--- config.mk ---
export PLATFORM = sky130hd
export DESIGN_NAME = csu_unit
export DESIGN_NICKNAME = d
export VERILOG_FILES = /design/src/common/csu_pkg.sv /design/src/verilog/csu_unit.sv
export SDC_FILE = /design/constraint.sdc
export NUM_CORES = 1
export LEC_CHECK = 0
export BUFFER_PORTS_ARGS = -buffer_cell sky130_fd_sc_hd__buf_2
export CAP_MARGIN = 25
export CORE_MARGIN = 1
export CORE_UTILIZATION = 49
export DETAILED_ROUTE_END_ITERATION = 10
export GPL_ROUTABILITY_DRIVEN = 0
export PLACE_DENSITY_LB_ADDON = 0.08
export SYNTH_ARGS = -nofsm -noshare
export SYNTH_HDL_FRONTEND = slang
export SYNTH_SLANG_ARGS = --single-unit
export TNS_END_PERCENT = 100
--- constraint.sdc ---
create_clock -name clock -period 12.65 [get_ports clock]
set_input_delay 0 -clock clock [delete_from_list [all_inputs] [get_ports clock]]
set_output_delay 0 -clock clock [all_outputs]
set_load 0.1 [all_outputs]
--- src/common/csu_pkg.sv ---
// Constants and types for the compare and set-condition unit
//////////////////////////////////////////////////////////////////////////////
// Overview of operation
// - Register compare subtracts, sets flags, discards difference
// - Flags: equal, signed less, overflow, unsigned less
// - Negative flag is true signed order despite overflow
// - Immediate compare mirrors register compare
// - Status source subtracts carry flag instead
// - Bit test sets zero when AND is zero
// - Immediate selector zero tests any byte zero
// - Leading-zero count to destination, flags unchanged
// - Frame address from stack pointer, frame pointer, carry
// - Frame address is local-zero push address, flags kept
// - Shared set opcode decodes by selector and operand
// - Set-conditional writes destination, never flags
// - Selectors 4..15 write one or zero
//////////////////////////////////////////////////////////////////////////////
package csu_pkg;

  localparam int unsigned DATA_W = 32;

  // Operation classes presented by the decoder
  typedef enum logic [2:0] {
    CSU_REGISTER_COMPARE_OP  = 3'h0,
    CSU_IMMEDIATE_COMPARE_OP = 3'h1,
    CSU_BIT_TEST_REGISTER_OP = 3'h2,
    CSU_BIT_TEST_IMMEDIATE_OP = 3'h3,
    CSU_LEADING_ZERO_COUNT_OP = 3'h4,
    CSU_SHARED_SET_OPCODE    = 3'h5
  } csu_op_t;

  // Register map, byte addresses
  localparam logic [7:0] REG_CTRL        = 8'h00;
  localparam logic [7:0] REG_LAST_RESULT = 8'h04;
  localparam logic [7:0] REG_LAST_FLAGS  = 8'h08;

  // Control field and reset value
  localparam int unsigned  CTRL_ENABLE_BIT = 0;
  localparam logic [31:0]  CTRL_RESET      = 32'h0000_0001;

  // Flag positions in the flag vector
  localparam int unsigned FLAG_C = 0;
  localparam int unsigned FLAG_Z = 1;
  localparam int unsigned FLAG_N = 2;
  localparam int unsigned FLAG_V = 3;

  // Frame address fields
  localparam int unsigned FRAME_PTR_MSB = 31;
  localparam int unsigned FRAME_PTR_LSB = 25;
  localparam int unsigned STACK_HI_LSB  = 9;
  localparam int unsigned STACK_CARRY_B = 8;

  // Set-conditional selector values
  localparam logic [4:0] SEL_FRAME_ADDR = 5'h00;
  localparam logic [4:0] SEL_SET_ONE    = 5'h02;
  localparam logic [4:0] SEL_SET_ZERO   = 5'h03;
  localparam logic [4:0] SEL_SET_MONE   = 5'h12;
  localparam int unsigned SEL_MASK_BIT  = 4;

  // Selector of the any-byte-zero bit test
  localparam logic [4:0] SEL_BYTE_ZERO  = 5'h00;

endpackage : csu_pkg

--- src/verilog/csu_unit.sv ---
// Compare, bit test, leading-zero, frame address and set-condition unit
`timescale 1ns/10ps
`default_nettype none

module csu_unit
(
  // Clock and reset
  input  wire logic                 clock,
  input  wire logic                 rst_n,
  // Operation request
  input  wire logic                 op_valid,
  input  wire csu_pkg::csu_op_t     op_kind,
  input  wire logic [4:0]           op_sel,
  input  wire logic                 src_is_status,
  input  wire logic                 src_is_pc,
  input  wire logic [31:0]          dst_value,
  input  wire logic [31:0]          src_value,
  input  wire logic [31:0]          imm_value,
  // Core state
  input  wire logic [31:0]          status_word,
  input  wire logic [31:0]          stack_pointer,
  input  wire logic [3:0]           flags_in,
  // Results
  output logic                      dst_we,
  output logic [31:0]               dst_data,
  output logic                      flags_we,
  output logic [3:0]                flags_out,
  output logic                      fetch_req,
  output logic                      reserved_op,
  // Register port
  input  wire logic [7:0]           reg_addr,
  input  wire logic [31:0]          reg_wdata,
  input  wire logic                 reg_wr,
  input  wire logic                 reg_rd,
  output logic [31:0]               reg_rdata
);

  //////////////////////////////////////////////////////////////////////////
  // Helpers

  function automatic logic [5:0] lead_zeros(input logic [31:0] v);
    logic [5:0] cnt;
    logic       seen;
    cnt  = 6'd0;
    seen = 1'b0;
    for (int i = 31; i >= 0; i--)
    begin
      if (v[i])
        seen = 1'b1;
      else if (!seen)
        cnt = cnt + 6'd1;
    end
    return cnt;
  endfunction : lead_zeros

  // Shared condition table; low four selector bits pick the test
  function automatic logic cond_true(input logic [3:0] s,
                                     input logic [3:0] f);
    logic c;
    logic z;
    logic n;
    logic v;
    c = f[csu_pkg::FLAG_C];
    z = f[csu_pkg::FLAG_Z];
    n = f[csu_pkg::FLAG_N];
    v = f[csu_pkg::FLAG_V];
    case (s)
      4'h4:    cond_true = n | z;
      4'h5:    cond_true = ~n & ~z;
      4'h6:    cond_true = n;
      4'h7:    cond_true = ~n;
      4'h8:    cond_true = c | z;
      4'h9:    cond_true = ~c & ~z;
      4'hA:    cond_true = c;
      4'hB:    cond_true = ~c;
      4'hC:    cond_true = z;
      4'hD:    cond_true = ~z;
      4'hE:    cond_true = v;
      4'hF:    cond_true = ~v;
      default: cond_true = 1'b0;
    endcase
  endfunction : cond_true

  //////////////////////////////////////////////////////////////////////////
  // Datapath

  logic [31:0] ctrl_ff;
  logic        run;
  logic [31:0] cmp_rhs;
  logic [32:0] diff;
  logic        ovf;
  logic [31:0] and_res;
  logic        byte_zero;
  logic [31:0] frame_base;
  logic [31:0] frame_addr;
  logic        frame_carry;
  logic        cond;
  logic [31:0] true_val;

  assign run = op_valid & ctrl_ff[csu_pkg::CTRL_ENABLE_BIT];

  always_comb
  begin
    // Status operand means the carry flag, zero-extended
    if (op_kind == csu_pkg::CSU_IMMEDIATE_COMPARE_OP)
      cmp_rhs = imm_value;
    else if (src_is_status)
      cmp_rhs = {31'h0, flags_in[csu_pkg::FLAG_C]};
    else
      cmp_rhs = src_value;
    diff = {1'b0, dst_value} - {1'b0, cmp_rhs};
    // Overflow when operand signs differ and result sign follows rhs
    ovf  = (dst_value[31] ^ cmp_rhs[31]) & (diff[31] ^ dst_value[31]);
  end

  always_comb
  begin
    and_res   = dst_value &
                ((op_kind == csu_pkg::CSU_BIT_TEST_IMMEDIATE_OP) ?
                 imm_value : src_value);
    byte_zero = (dst_value[31:24] == 8'h00) |
                (dst_value[23:16] == 8'h00) |
                (dst_value[15:8]  == 8'h00) |
                (dst_value[7:0]   == 8'h00);
  end

  always_comb
  begin
    // Carry into bit 9 when the frame index wrapped below the stack top
    frame_carry = stack_pointer[csu_pkg::STACK_CARRY_B] &
                  ~status_word[csu_pkg::FRAME_PTR_MSB];
    frame_base  = {stack_pointer[31:csu_pkg::STACK_HI_LSB],
                   status_word[csu_pkg::FRAME_PTR_MSB:csu_pkg::FRAME_PTR_LSB],
                   2'b00};
    frame_addr  = frame_base +
                  {22'h0, frame_carry, 9'h000};
  end

  always_comb
  begin
    cond     = cond_true(op_sel[3:0], flags_in);
    true_val = op_sel[csu_pkg::SEL_MASK_BIT] ?
               32'hFFFF_FFFF : 32'h0000_0001;
  end

  //////////////////////////////////////////////////////////////////////////
  // Result registers

  logic        dst_we_ff;
  logic [31:0] dst_data_ff;
  logic        flags_we_ff;
  logic [3:0]  flags_out_ff;
  logic        fetch_req_ff;
  logic        reserved_op_ff;
  logic        nxt_dst_we;
  logic [31:0] nxt_dst_data;
  logic        nxt_flags_we;
  logic [3:0]  nxt_flags_out;
  logic        nxt_fetch_req;
  logic        nxt_reserved_op;

  always_comb
  begin
    nxt_dst_we      = 1'b0;
    nxt_dst_data    = dst_data_ff;
    nxt_flags_we    = 1'b0;
    nxt_flags_out   = flags_out_ff;
    nxt_fetch_req   = 1'b0;
    nxt_reserved_op = 1'b0;
    if (run)
    begin
      case (op_kind)
        csu_pkg::CSU_REGISTER_COMPARE_OP,
        csu_pkg::CSU_IMMEDIATE_COMPARE_OP:
        begin
          // Difference is never written back
          nxt_flags_we                   = 1'b1;
          nxt_flags_out[csu_pkg::FLAG_Z] = (diff[31:0] == 32'h0);
          nxt_flags_out[csu_pkg::FLAG_N] = diff[31] ^ ovf;
          nxt_flags_out[csu_pkg::FLAG_V] = ovf;
          nxt_flags_out[csu_pkg::FLAG_C] = diff[32];
        end
        csu_pkg::CSU_BIT_TEST_REGISTER_OP,
        csu_pkg::CSU_BIT_TEST_IMMEDIATE_OP:
        begin
          nxt_flags_we  = 1'b1;
          nxt_flags_out = flags_in;
          if (op_kind == csu_pkg::CSU_BIT_TEST_IMMEDIATE_OP &&
              op_sel == csu_pkg::SEL_BYTE_ZERO)
            nxt_flags_out[csu_pkg::FLAG_Z] = byte_zero;
          else
            nxt_flags_out[csu_pkg::FLAG_Z] = (and_res == 32'h0);
        end
        csu_pkg::CSU_LEADING_ZERO_COUNT_OP:
        begin
          // Flags untouched: flags_we stays low
          nxt_dst_we   = 1'b1;
          nxt_dst_data = {26'h0, lead_zeros(src_value)};
        end
        csu_pkg::CSU_SHARED_SET_OPCODE:
        begin
          if (src_is_status)
            nxt_fetch_req = 1'b1;
          else if (src_is_pc)
            nxt_reserved_op = 1'b1;
          else if (op_sel == csu_pkg::SEL_FRAME_ADDR)
          begin
            nxt_dst_we   = 1'b1;
            nxt_dst_data = frame_addr;
          end
          else
          begin
            // Never touches flags on any selector
            case (op_sel)
              csu_pkg::SEL_SET_ONE:
              begin
                nxt_dst_we   = 1'b1;
                nxt_dst_data = 32'h0000_0001;
              end
              csu_pkg::SEL_SET_ZERO:
              begin
                nxt_dst_we   = 1'b1;
                nxt_dst_data = 32'h0000_0000;
              end
              csu_pkg::SEL_SET_MONE:
              begin
                nxt_dst_we   = 1'b1;
                nxt_dst_data = 32'hFFFF_FFFF;
              end
              5'h01, 5'h10, 5'h11, 5'h13:
                nxt_reserved_op = 1'b1;
              default:
              begin
                nxt_dst_we   = 1'b1;
                nxt_dst_data = cond ? true_val : 32'h0000_0000;
              end
            endcase
          end
        end
        default:
          nxt_reserved_op = 1'b1;
      endcase
    end
  end

  always_ff @(posedge clock)
  begin
    if (!rst_n)
    begin
      dst_we_ff      <= 1'b0;
      dst_data_ff    <= 32'h0000_0000;
      flags_we_ff    <= 1'b0;
      flags_out_ff   <= 4'h0;
      fetch_req_ff   <= 1'b0;
      reserved_op_ff <= 1'b0;
    end
    else
    begin
      dst_we_ff      <= nxt_dst_we;
      dst_data_ff    <= nxt_dst_data;
      flags_we_ff    <= nxt_flags_we;
      flags_out_ff   <= nxt_flags_out;
      fetch_req_ff   <= nxt_fetch_req;
      reserved_op_ff <= nxt_reserved_op;
    end
  end

  assign dst_we      = dst_we_ff;
  assign dst_data    = dst_data_ff;
  assign flags_we    = flags_we_ff;
  assign flags_out   = flags_out_ff;
  assign fetch_req   = fetch_req_ff;
  assign reserved_op = reserved_op_ff;

  //////////////////////////////////////////////////////////////////////////
  // Register port

  logic [31:0] nxt_ctrl;
  logic [31:0] rdata_ff;
  logic [31:0] nxt_rdata;

  always_comb
  begin
    nxt_ctrl  = ctrl_ff;
    nxt_rdata = 32'h0000_0000;
    if (reg_wr && reg_addr == csu_pkg::REG_CTRL)
      nxt_ctrl = {31'h0, reg_wdata[csu_pkg::CTRL_ENABLE_BIT]};
    if (reg_rd)
    begin
      // Unmapped addresses read as zero
      case (reg_addr)
        csu_pkg::REG_CTRL:        nxt_rdata = ctrl_ff;
        csu_pkg::REG_LAST_RESULT: nxt_rdata = dst_data_ff;
        csu_pkg::REG_LAST_FLAGS:  nxt_rdata = {28'h0, flags_out_ff};
        default:                  nxt_rdata = 32'h0000_0000;
      endcase
    end
  end

  always_ff @(posedge clock)
  begin
    if (!rst_n)
    begin
      ctrl_ff  <= csu_pkg::CTRL_RESET;
      rdata_ff <= 32'h0000_0000;
    end
    else
    begin
      ctrl_ff  <= nxt_ctrl;
      rdata_ff <= nxt_rdata;
    end
  end

  assign reg_rdata = rdata_ff;

endmodule : csu_unit

`default_nettype wire

After elaboration in Yosys (flattened, before gate mapping)
Index checks and enable logic that the tools add are counted.

Register bits: 73. Bits of input ports: 219. Output and inout bits: 72.

Add/sub/neg operators: 33. Eq/ne operators: 29. Multiplexer cells: 244. Bitwise gates (word level): 19. Reduce and logical (&&, ||, !) cells: 23.

Operators by type and width (number): 2-to-1 mux 6 bit (124); 2-to-1 mux 32 bit (8); adder 6 x 1 -> 6 bit (second input constant) (31); one-hot mux 32 bit (4 select lines) (1); 2-to-1 mux 1 bit (105); one-hot mux 32 bit (3 select lines) (1); zero test 32 bit (2); one-hot mux 32 bit (2 select lines) (1); zero test 8 bit (5); subtractor 32 x 32 -> 33 bit (1); adder 32 x 10 -> 32 bit (1); bitwise AND 32 bit (1); equality test 4 bit (second input constant) (8); equality test 5 bit (second input constant) (4); equality test 4 x 3 -> 1 bit (second input constant) (4); one-hot mux 1 bit (12 select lines) (1); equality test 5 x 2 -> 1 bit (second input constant) (2); equality test 8 x 3 -> 1 bit (second input constant) (1); equality test 8 x 4 -> 1 bit (second input constant) (1); one-hot mux 4 bit (2 select lines) (1); OR reduction 4 bit (2); equality test 3 x 2 -> 1 bit (second input constant) (2); equality test 3 bit (second input constant) (2); AND reduction 2 bit (3); 17 further kinds (36).

Depth between registers and ports, before layout
Depth in word-level cells: 157. Gate-level depth with buffers: 88. Depth with buffers taken out: 88.

Least setup slack after synthesis
Ideal clock, no wire load.

Path kind: input to register. Start: in src_value[31]. End: reg dst_data_ff[3] (netlist: dst_data[3]). Library setup time: 67 ps. Arrival time: 13147 ps. Setup slack: -564 ps. Cell stages on the path: 85. Cell sequence: nor2_1 > ha_1 > nand3b_1 > o21ai_2 > ha_1 > nand2b_1 > a21boi_1 > o21bai_1 > ha_1 > mux2i_1 > nor4_1 > a32oi_1 > nand4b_1 > a31oi_1 > ha_1 > nand2_1 > o311ai_0 > a21boi_0 > [... 49 more ...] > a21oi_1 > ha_1 > nor2b_1 > a211oi_1 > a21oi_1 > ha_1 > inv_1 > o21ai_0 > ha_1 > nor2b_1 > xnor2_1 > nor2_1 > xor2_1 > nand3_1 > xor2_1 > a211oi_1 > a21oi_1 > nor2b_1.

Word-level cells in the longest chain between the ends: 157. Elaborated cells on any way between the ends: 250. Those cells by class: add/sub (31); mux (219).

Ends and longest elaborated chain: start, declared (line csu_unit.sv:17) `input wire logic [31:0] src_value,`; 2-to-1 mux 1 bit (line csu_unit.sv:48) `if (v[i])`; 2-to-1 mux 6 bit (line csu_unit.sv:172) `case (op_kind)`; 2-to-1 mux 6 bit (line csu_unit.sv:170) `if (run)`; adder 6 x 1 -> 6 bit (line csu_unit.sv:51) `cnt = cnt + 6'd1;`; 2-to-1 mux 6 bit (line csu_unit.sv:50) `else if (!seen)`; 2-to-1 mux 6 bit (line csu_unit.sv:48); 2-to-1 mux 6 bit (line csu_unit.sv:172); 2-to-1 mux 6 bit (line csu_unit.sv:170); [... 141 more ...]; 2-to-1 mux 6 bit (line csu_unit.sv:50); 2-to-1 mux 6 bit (line csu_unit.sv:48); 2-to-1 mux 6 bit (line csu_unit.sv:172); 2-to-1 mux 6 bit (line csu_unit.sv:170); adder 6 x 1 -> 6 bit (line csu_unit.sv:51); 2-to-1 mux 6 bit (line csu_unit.sv:50); 2-to-1 mux 6 bit (*) (line csu_unit.sv:48); one-hot mux 32 bit (2 select lines) (*) (line csu_unit.sv:172); end signal, assigned (line csu_unit.sv:260) `dst_data_ff <= nxt_dst_data;`; end, declared (line csu_unit.sv:150) `logic [31:0] dst_data_ff;`.

Mark *: on every way between the ends. The rest lies on a longest branch, timed or not. The select of a mux whose other input is x is not followed. A chain may end at the register's enable or synchronous reset.

Worst setup path after layout
Start: in src_value[31]. End: reg dst_data_ff[5] (netlist: dst_data[5]).

Same word-level chain as after synthesis.

==> results.rst <==
.. list-table::
   :header-rows: 1

   * - Metric
     - Value
   * - Status
     - finished, violations left
   * - Failing checks
     - setup timing
   * - Worst setup skew after layout
     - around 0.0078 ns
   * - Cell seen most often among critical-path stages
     - sky130_fd_sc_hd__buf_4
   * - Core region area
     - 19500 µm²
   * - Count of placed standard cells including taps
     - around 1900
   * - Worst vdd rail ir drop
     - 0.0631 mV
   * - Number of maximum-capacitance constraint violations
     - 0
   * - Pwr/cell area
     - 65.1 nW/µm²
   * - Fill count
     - approximately 1900
   * - Dominant cell type by area after synthesis
     - sky130_fd_sc_hd__dfxtp_1
   * - Clock Latency Late Sink
     - 0.33 ns
   * - Crit-path max cell delay
     - ~0.32 ns
   * - Cell Rows
     - 51
   * - Switching power as a share of total power
     - 0.362
   * - H-tree depth
     - 3
   * - Total power draw
     - 0.807 mW
   * - Type of the tightest min-delay check
     - input port to flop
   * - Initial antenna violation count
     - 0
   * - Remaining number of nets flagged by the antenna check after routing
     - 0
   * - TritonCTS clock tree
     - done
   * - Distinct cells, synth
     - 90
   * - Vert. Die Dim
     - 143 µm
   * - Data required time of the critical path
     - 12.90 ns
   * - Flop and latch count out of synthesis
     - 73
   * - Worst Hold Slack
     - about 0.027 ns
   * - CP bufs+invs
     - 18
   * - Part of the power in the clock network
     - 0.291
   * - Most used cells in the layout excluding fill and tap cells
     - sky130_fd_sc_hd__buf_2, sky130_fd_sc_hd__nand2_1, sky130_fd_sc_hd__a21oi_1
   * - Total Routed Length
     - 31500 µm
   * - Synthesized cell area
     - approximately 10000 µm²
   * - Number of input and output port buffers inserted
     - between 200 and 250
   * - Net count after synthesis
     - 1669
   * - Global-route wire length before repair
     - 50200 µm
   * - Hpwl dp
     - 24700 µm
   * - Instance area after placement
     - 11600 µm²
   * - Number of diodes
     - 0
   * - CTS buffer count
     - 9
   * - Pin count of the biggest net entering global routing
     - 65
   * - Nets
     - slightly below 2000
   * - Number of sinks driven by the clock tree
     - 73
   * - Starting Density
     - 0.502
   * - Master cell of the clock root buffer
     - sky130_fd_sc_hd__clkbuf_16
   * - Setup-violating endpoint count in the final report
     - 5
   * - Total leakage power
     - 5.49 nW
   * - Horiz. Die Dim
     - approximately 140 µm
   * - Total count of hold-check failures in the final report
     - 0
   * - Async S/R FF share, synth
     - 0
   * - Syn. warnings
     - 0
   * - Transition at the pin with the smallest max-transition slack
     - 1.28 ns
   * - Cells after synthesis
     - 1386
   * - Slowest-stage cell, CP
     - sky130_fd_sc_hd__or3_4
   * - Synth-to-Final Area Change
     - 26.4%
   * - Number of iterations in the first detailed-routing pass
     - 5
   * - Accumulated negative setup slack
     - -3.27 ns
   * - Worst slack at placement
     - -0.860 ns
   * - GRT overflow
     - 0
   * - Signal arrival time at the worst endpoint
     - roughly 14 ns
   * - Cell types with the largest area share after synthesis
     - sky130_fd_sc_hd__dfxtp_1, sky130_fd_sc_hd__ha_1, sky130_fd_sc_hd__a21oi_1, sky130_fd_sc_hd__nand2_1, sky130_fd_sc_hd__xnor2_1
   * - Nature of the critical path endpoint
     - flop
   * - Cell family with the largest share of critical-path delay
     - compound AO/OA/AOI/OAI gates
   * - Final setup margin
     - -0.762 ns
   * - Number of top-level pins
     - just under 300
   * - Synth top area share
     - 0.149
   * - Power share of the combinational group
     - 0.420
   * - Vias in the first global route
     - roughly 10000
   * - Via density per instance
     - ~5.7
   * - Iter 0 DRT Violations
     - 754
   * - Internal Power
     - 0.515 mW
   * - Highest attainable clock frequency
     - 74.6 MHz
   * - Avg Inst Size Synth
     - around 7 µm²
   * - Fraction of the yosys area taken by sequential cells
     - 0.149
   * - Maximum buffer depth of the clock tree
     - 2
   * - Final worst path period share
     - 1.06
   * - Type of the worst setup path
     - input port to flop
   * - Non-filler instance count after layout
     - roughly 1900
   * - Critical Path Source Type
     - input port
   * - RSZ-0062 raised after global routing
     - yes
   * - Max transition margin
     - 0.139
   * - Core utilization of the finished layout
     - 0.634
   * - Routed length per placed instance
     - 16.2 µm
   * - Die area
     - 20600 µm²
   * - Remaining design rule violation count
     - 0
   * - NetSw
     - 0.292 mW
   * - EDFF count, synth
     - 0
   * - Final std cell area, no fill
     - 12400 µm²
   * - Flop pwr share
     - 0.289
   * - Leading cell type in the layout, fill and taps excluded
     - sky130_fd_sc_hd__buf_2
   * - Clock input transition at the sequential cells of the worst setup and hold paths
     - roughly 0.050 ns
   * - Tot GR Track Use
     - 0.303
   * - Flip-flop cell with the highest count after synthesis
     - sky130_fd_sc_hd__dfxtp_1
   * - Total number of vias
     - 11100
   * - Tmin final
     - 13.41 ns
   * - Pins Over Slew Limit
     - 0
   * - Crit path max fanout
     - 4
   * - Proportion of layout cells with a drive suffix above 1
     - 0.258
-- Yosys cell counts, drive strengths merged (10+ instances only) --
cell type and instances:
a31oi 13, nor4 20, and2 39, nor2b 51
nand2 168, nor3b 24, clkbuf 53, mux2i 25
o211ai 12, nand4 20, o21ai 90, a211oi 10
or3 13, nor2 95, o21a 16, nor3 43
a21o 12, nand3 32, inv 59, xnor2 73
ha 62, xor2 33, dfxtp 73, a22oi 21
and3 30, a21oi 155, a21boi 12, nand2b 25
-- repair_timing --
action / in CTS / in global routing
setup endpoints to repair: 5 / 5
hold buffers: 5 / 0
endpoints found under the hold margin: 4 / 0
gates resized for setup: 14 / 13
buffers inserted: 31 / 9
pin swaps: 28 / 30
-- kinds of logic after synthesis --
group                      after synthesis  share of synthesized area
AOI/OAI and AO/OA                      398                      0.250
xor gates and xnor gates               108                      0.118
adders and majority gates               67                     0.0863
buffers and inverters                  119                     0.0467
DFF                                     73                      0.149
muxes                                   30                     0.0338
and+or+nand+nor                        591                      0.316
-- area by class of cell --
type / count / area, µm² / share of cell area
Multi-Input combinational cell: 1194 / 8130 / 0.656
Clock inverter: 6 / 41.3 / 0.00333
Timing Repair Buffer: 334 / 1960 / 0.159
Inverter: 59 / 221 / 0.0179
Clock buffer: 10 / 239 / 0.0193
Sequential cell: 73 / 1460 / 0.118
Tap cell: 265 / 332 / 0.0268
-- path summary, 6_finish.rpt --
| check | endpoint | cells past startpoint | from | slack (ns) |
|---|---|---|---|---|
| worst min-delay path | reg_rdata[0] | 4 | reg_addr[3] | 0.03 |
| worst max-delay path | dst_data[5] | 90 | src_value[31] | -0.76 |
| worst max register to register | flags_out[1] | 12 | ctrl_ff[0] | 8.89 |
| worst min register to register | reg_rdata[19] | 1 | dst_data[19] | 0.48 |
-- tightest hold or removal path, stage by stage --
cell,delay [ns]
sky130_fd_sc_hd__buf_2,0.11
sky130_fd_sc_hd__nor2_1,0.04
sky130_fd_sc_hd__a21oi_1,0.11
sky130_fd_sc_hd__nor2_1,0.05
-- power by group through the flow --
stage,Sequential [mW],Clock [mW],Combinational [mW]
floorplan,0.252,0,0.190
global placement,0.238,0,0.305
detailed placement,0.238,0,0.308
CTS,0.233,0.240,0.324
global route,0.234,0.250,0.373
finish,0.233,0.234,0.339
-- registers in the layout, summed over array words and instances, names as in the netlist --
name / flops
ctrl_ff: 1
dst_data: 32
dst_we: 1
fetch_req: 1
flags_out: 4
flags_we: 1
reg_rdata: 32
reserved_op: 1
-- layer usage --
layer | wire (µm) | track usage | share of wire
met3 | 2070 | 0.0450 | 0.065
met4 | 802 | 0.0817 | 0.025
met2 | 14100 | 0.488 | 0.45
met5 | 0 | 0 | 0
met1 | 14500 | 0.418 | 0.46
Note: power is estimated with default switching activity, not from simulation.
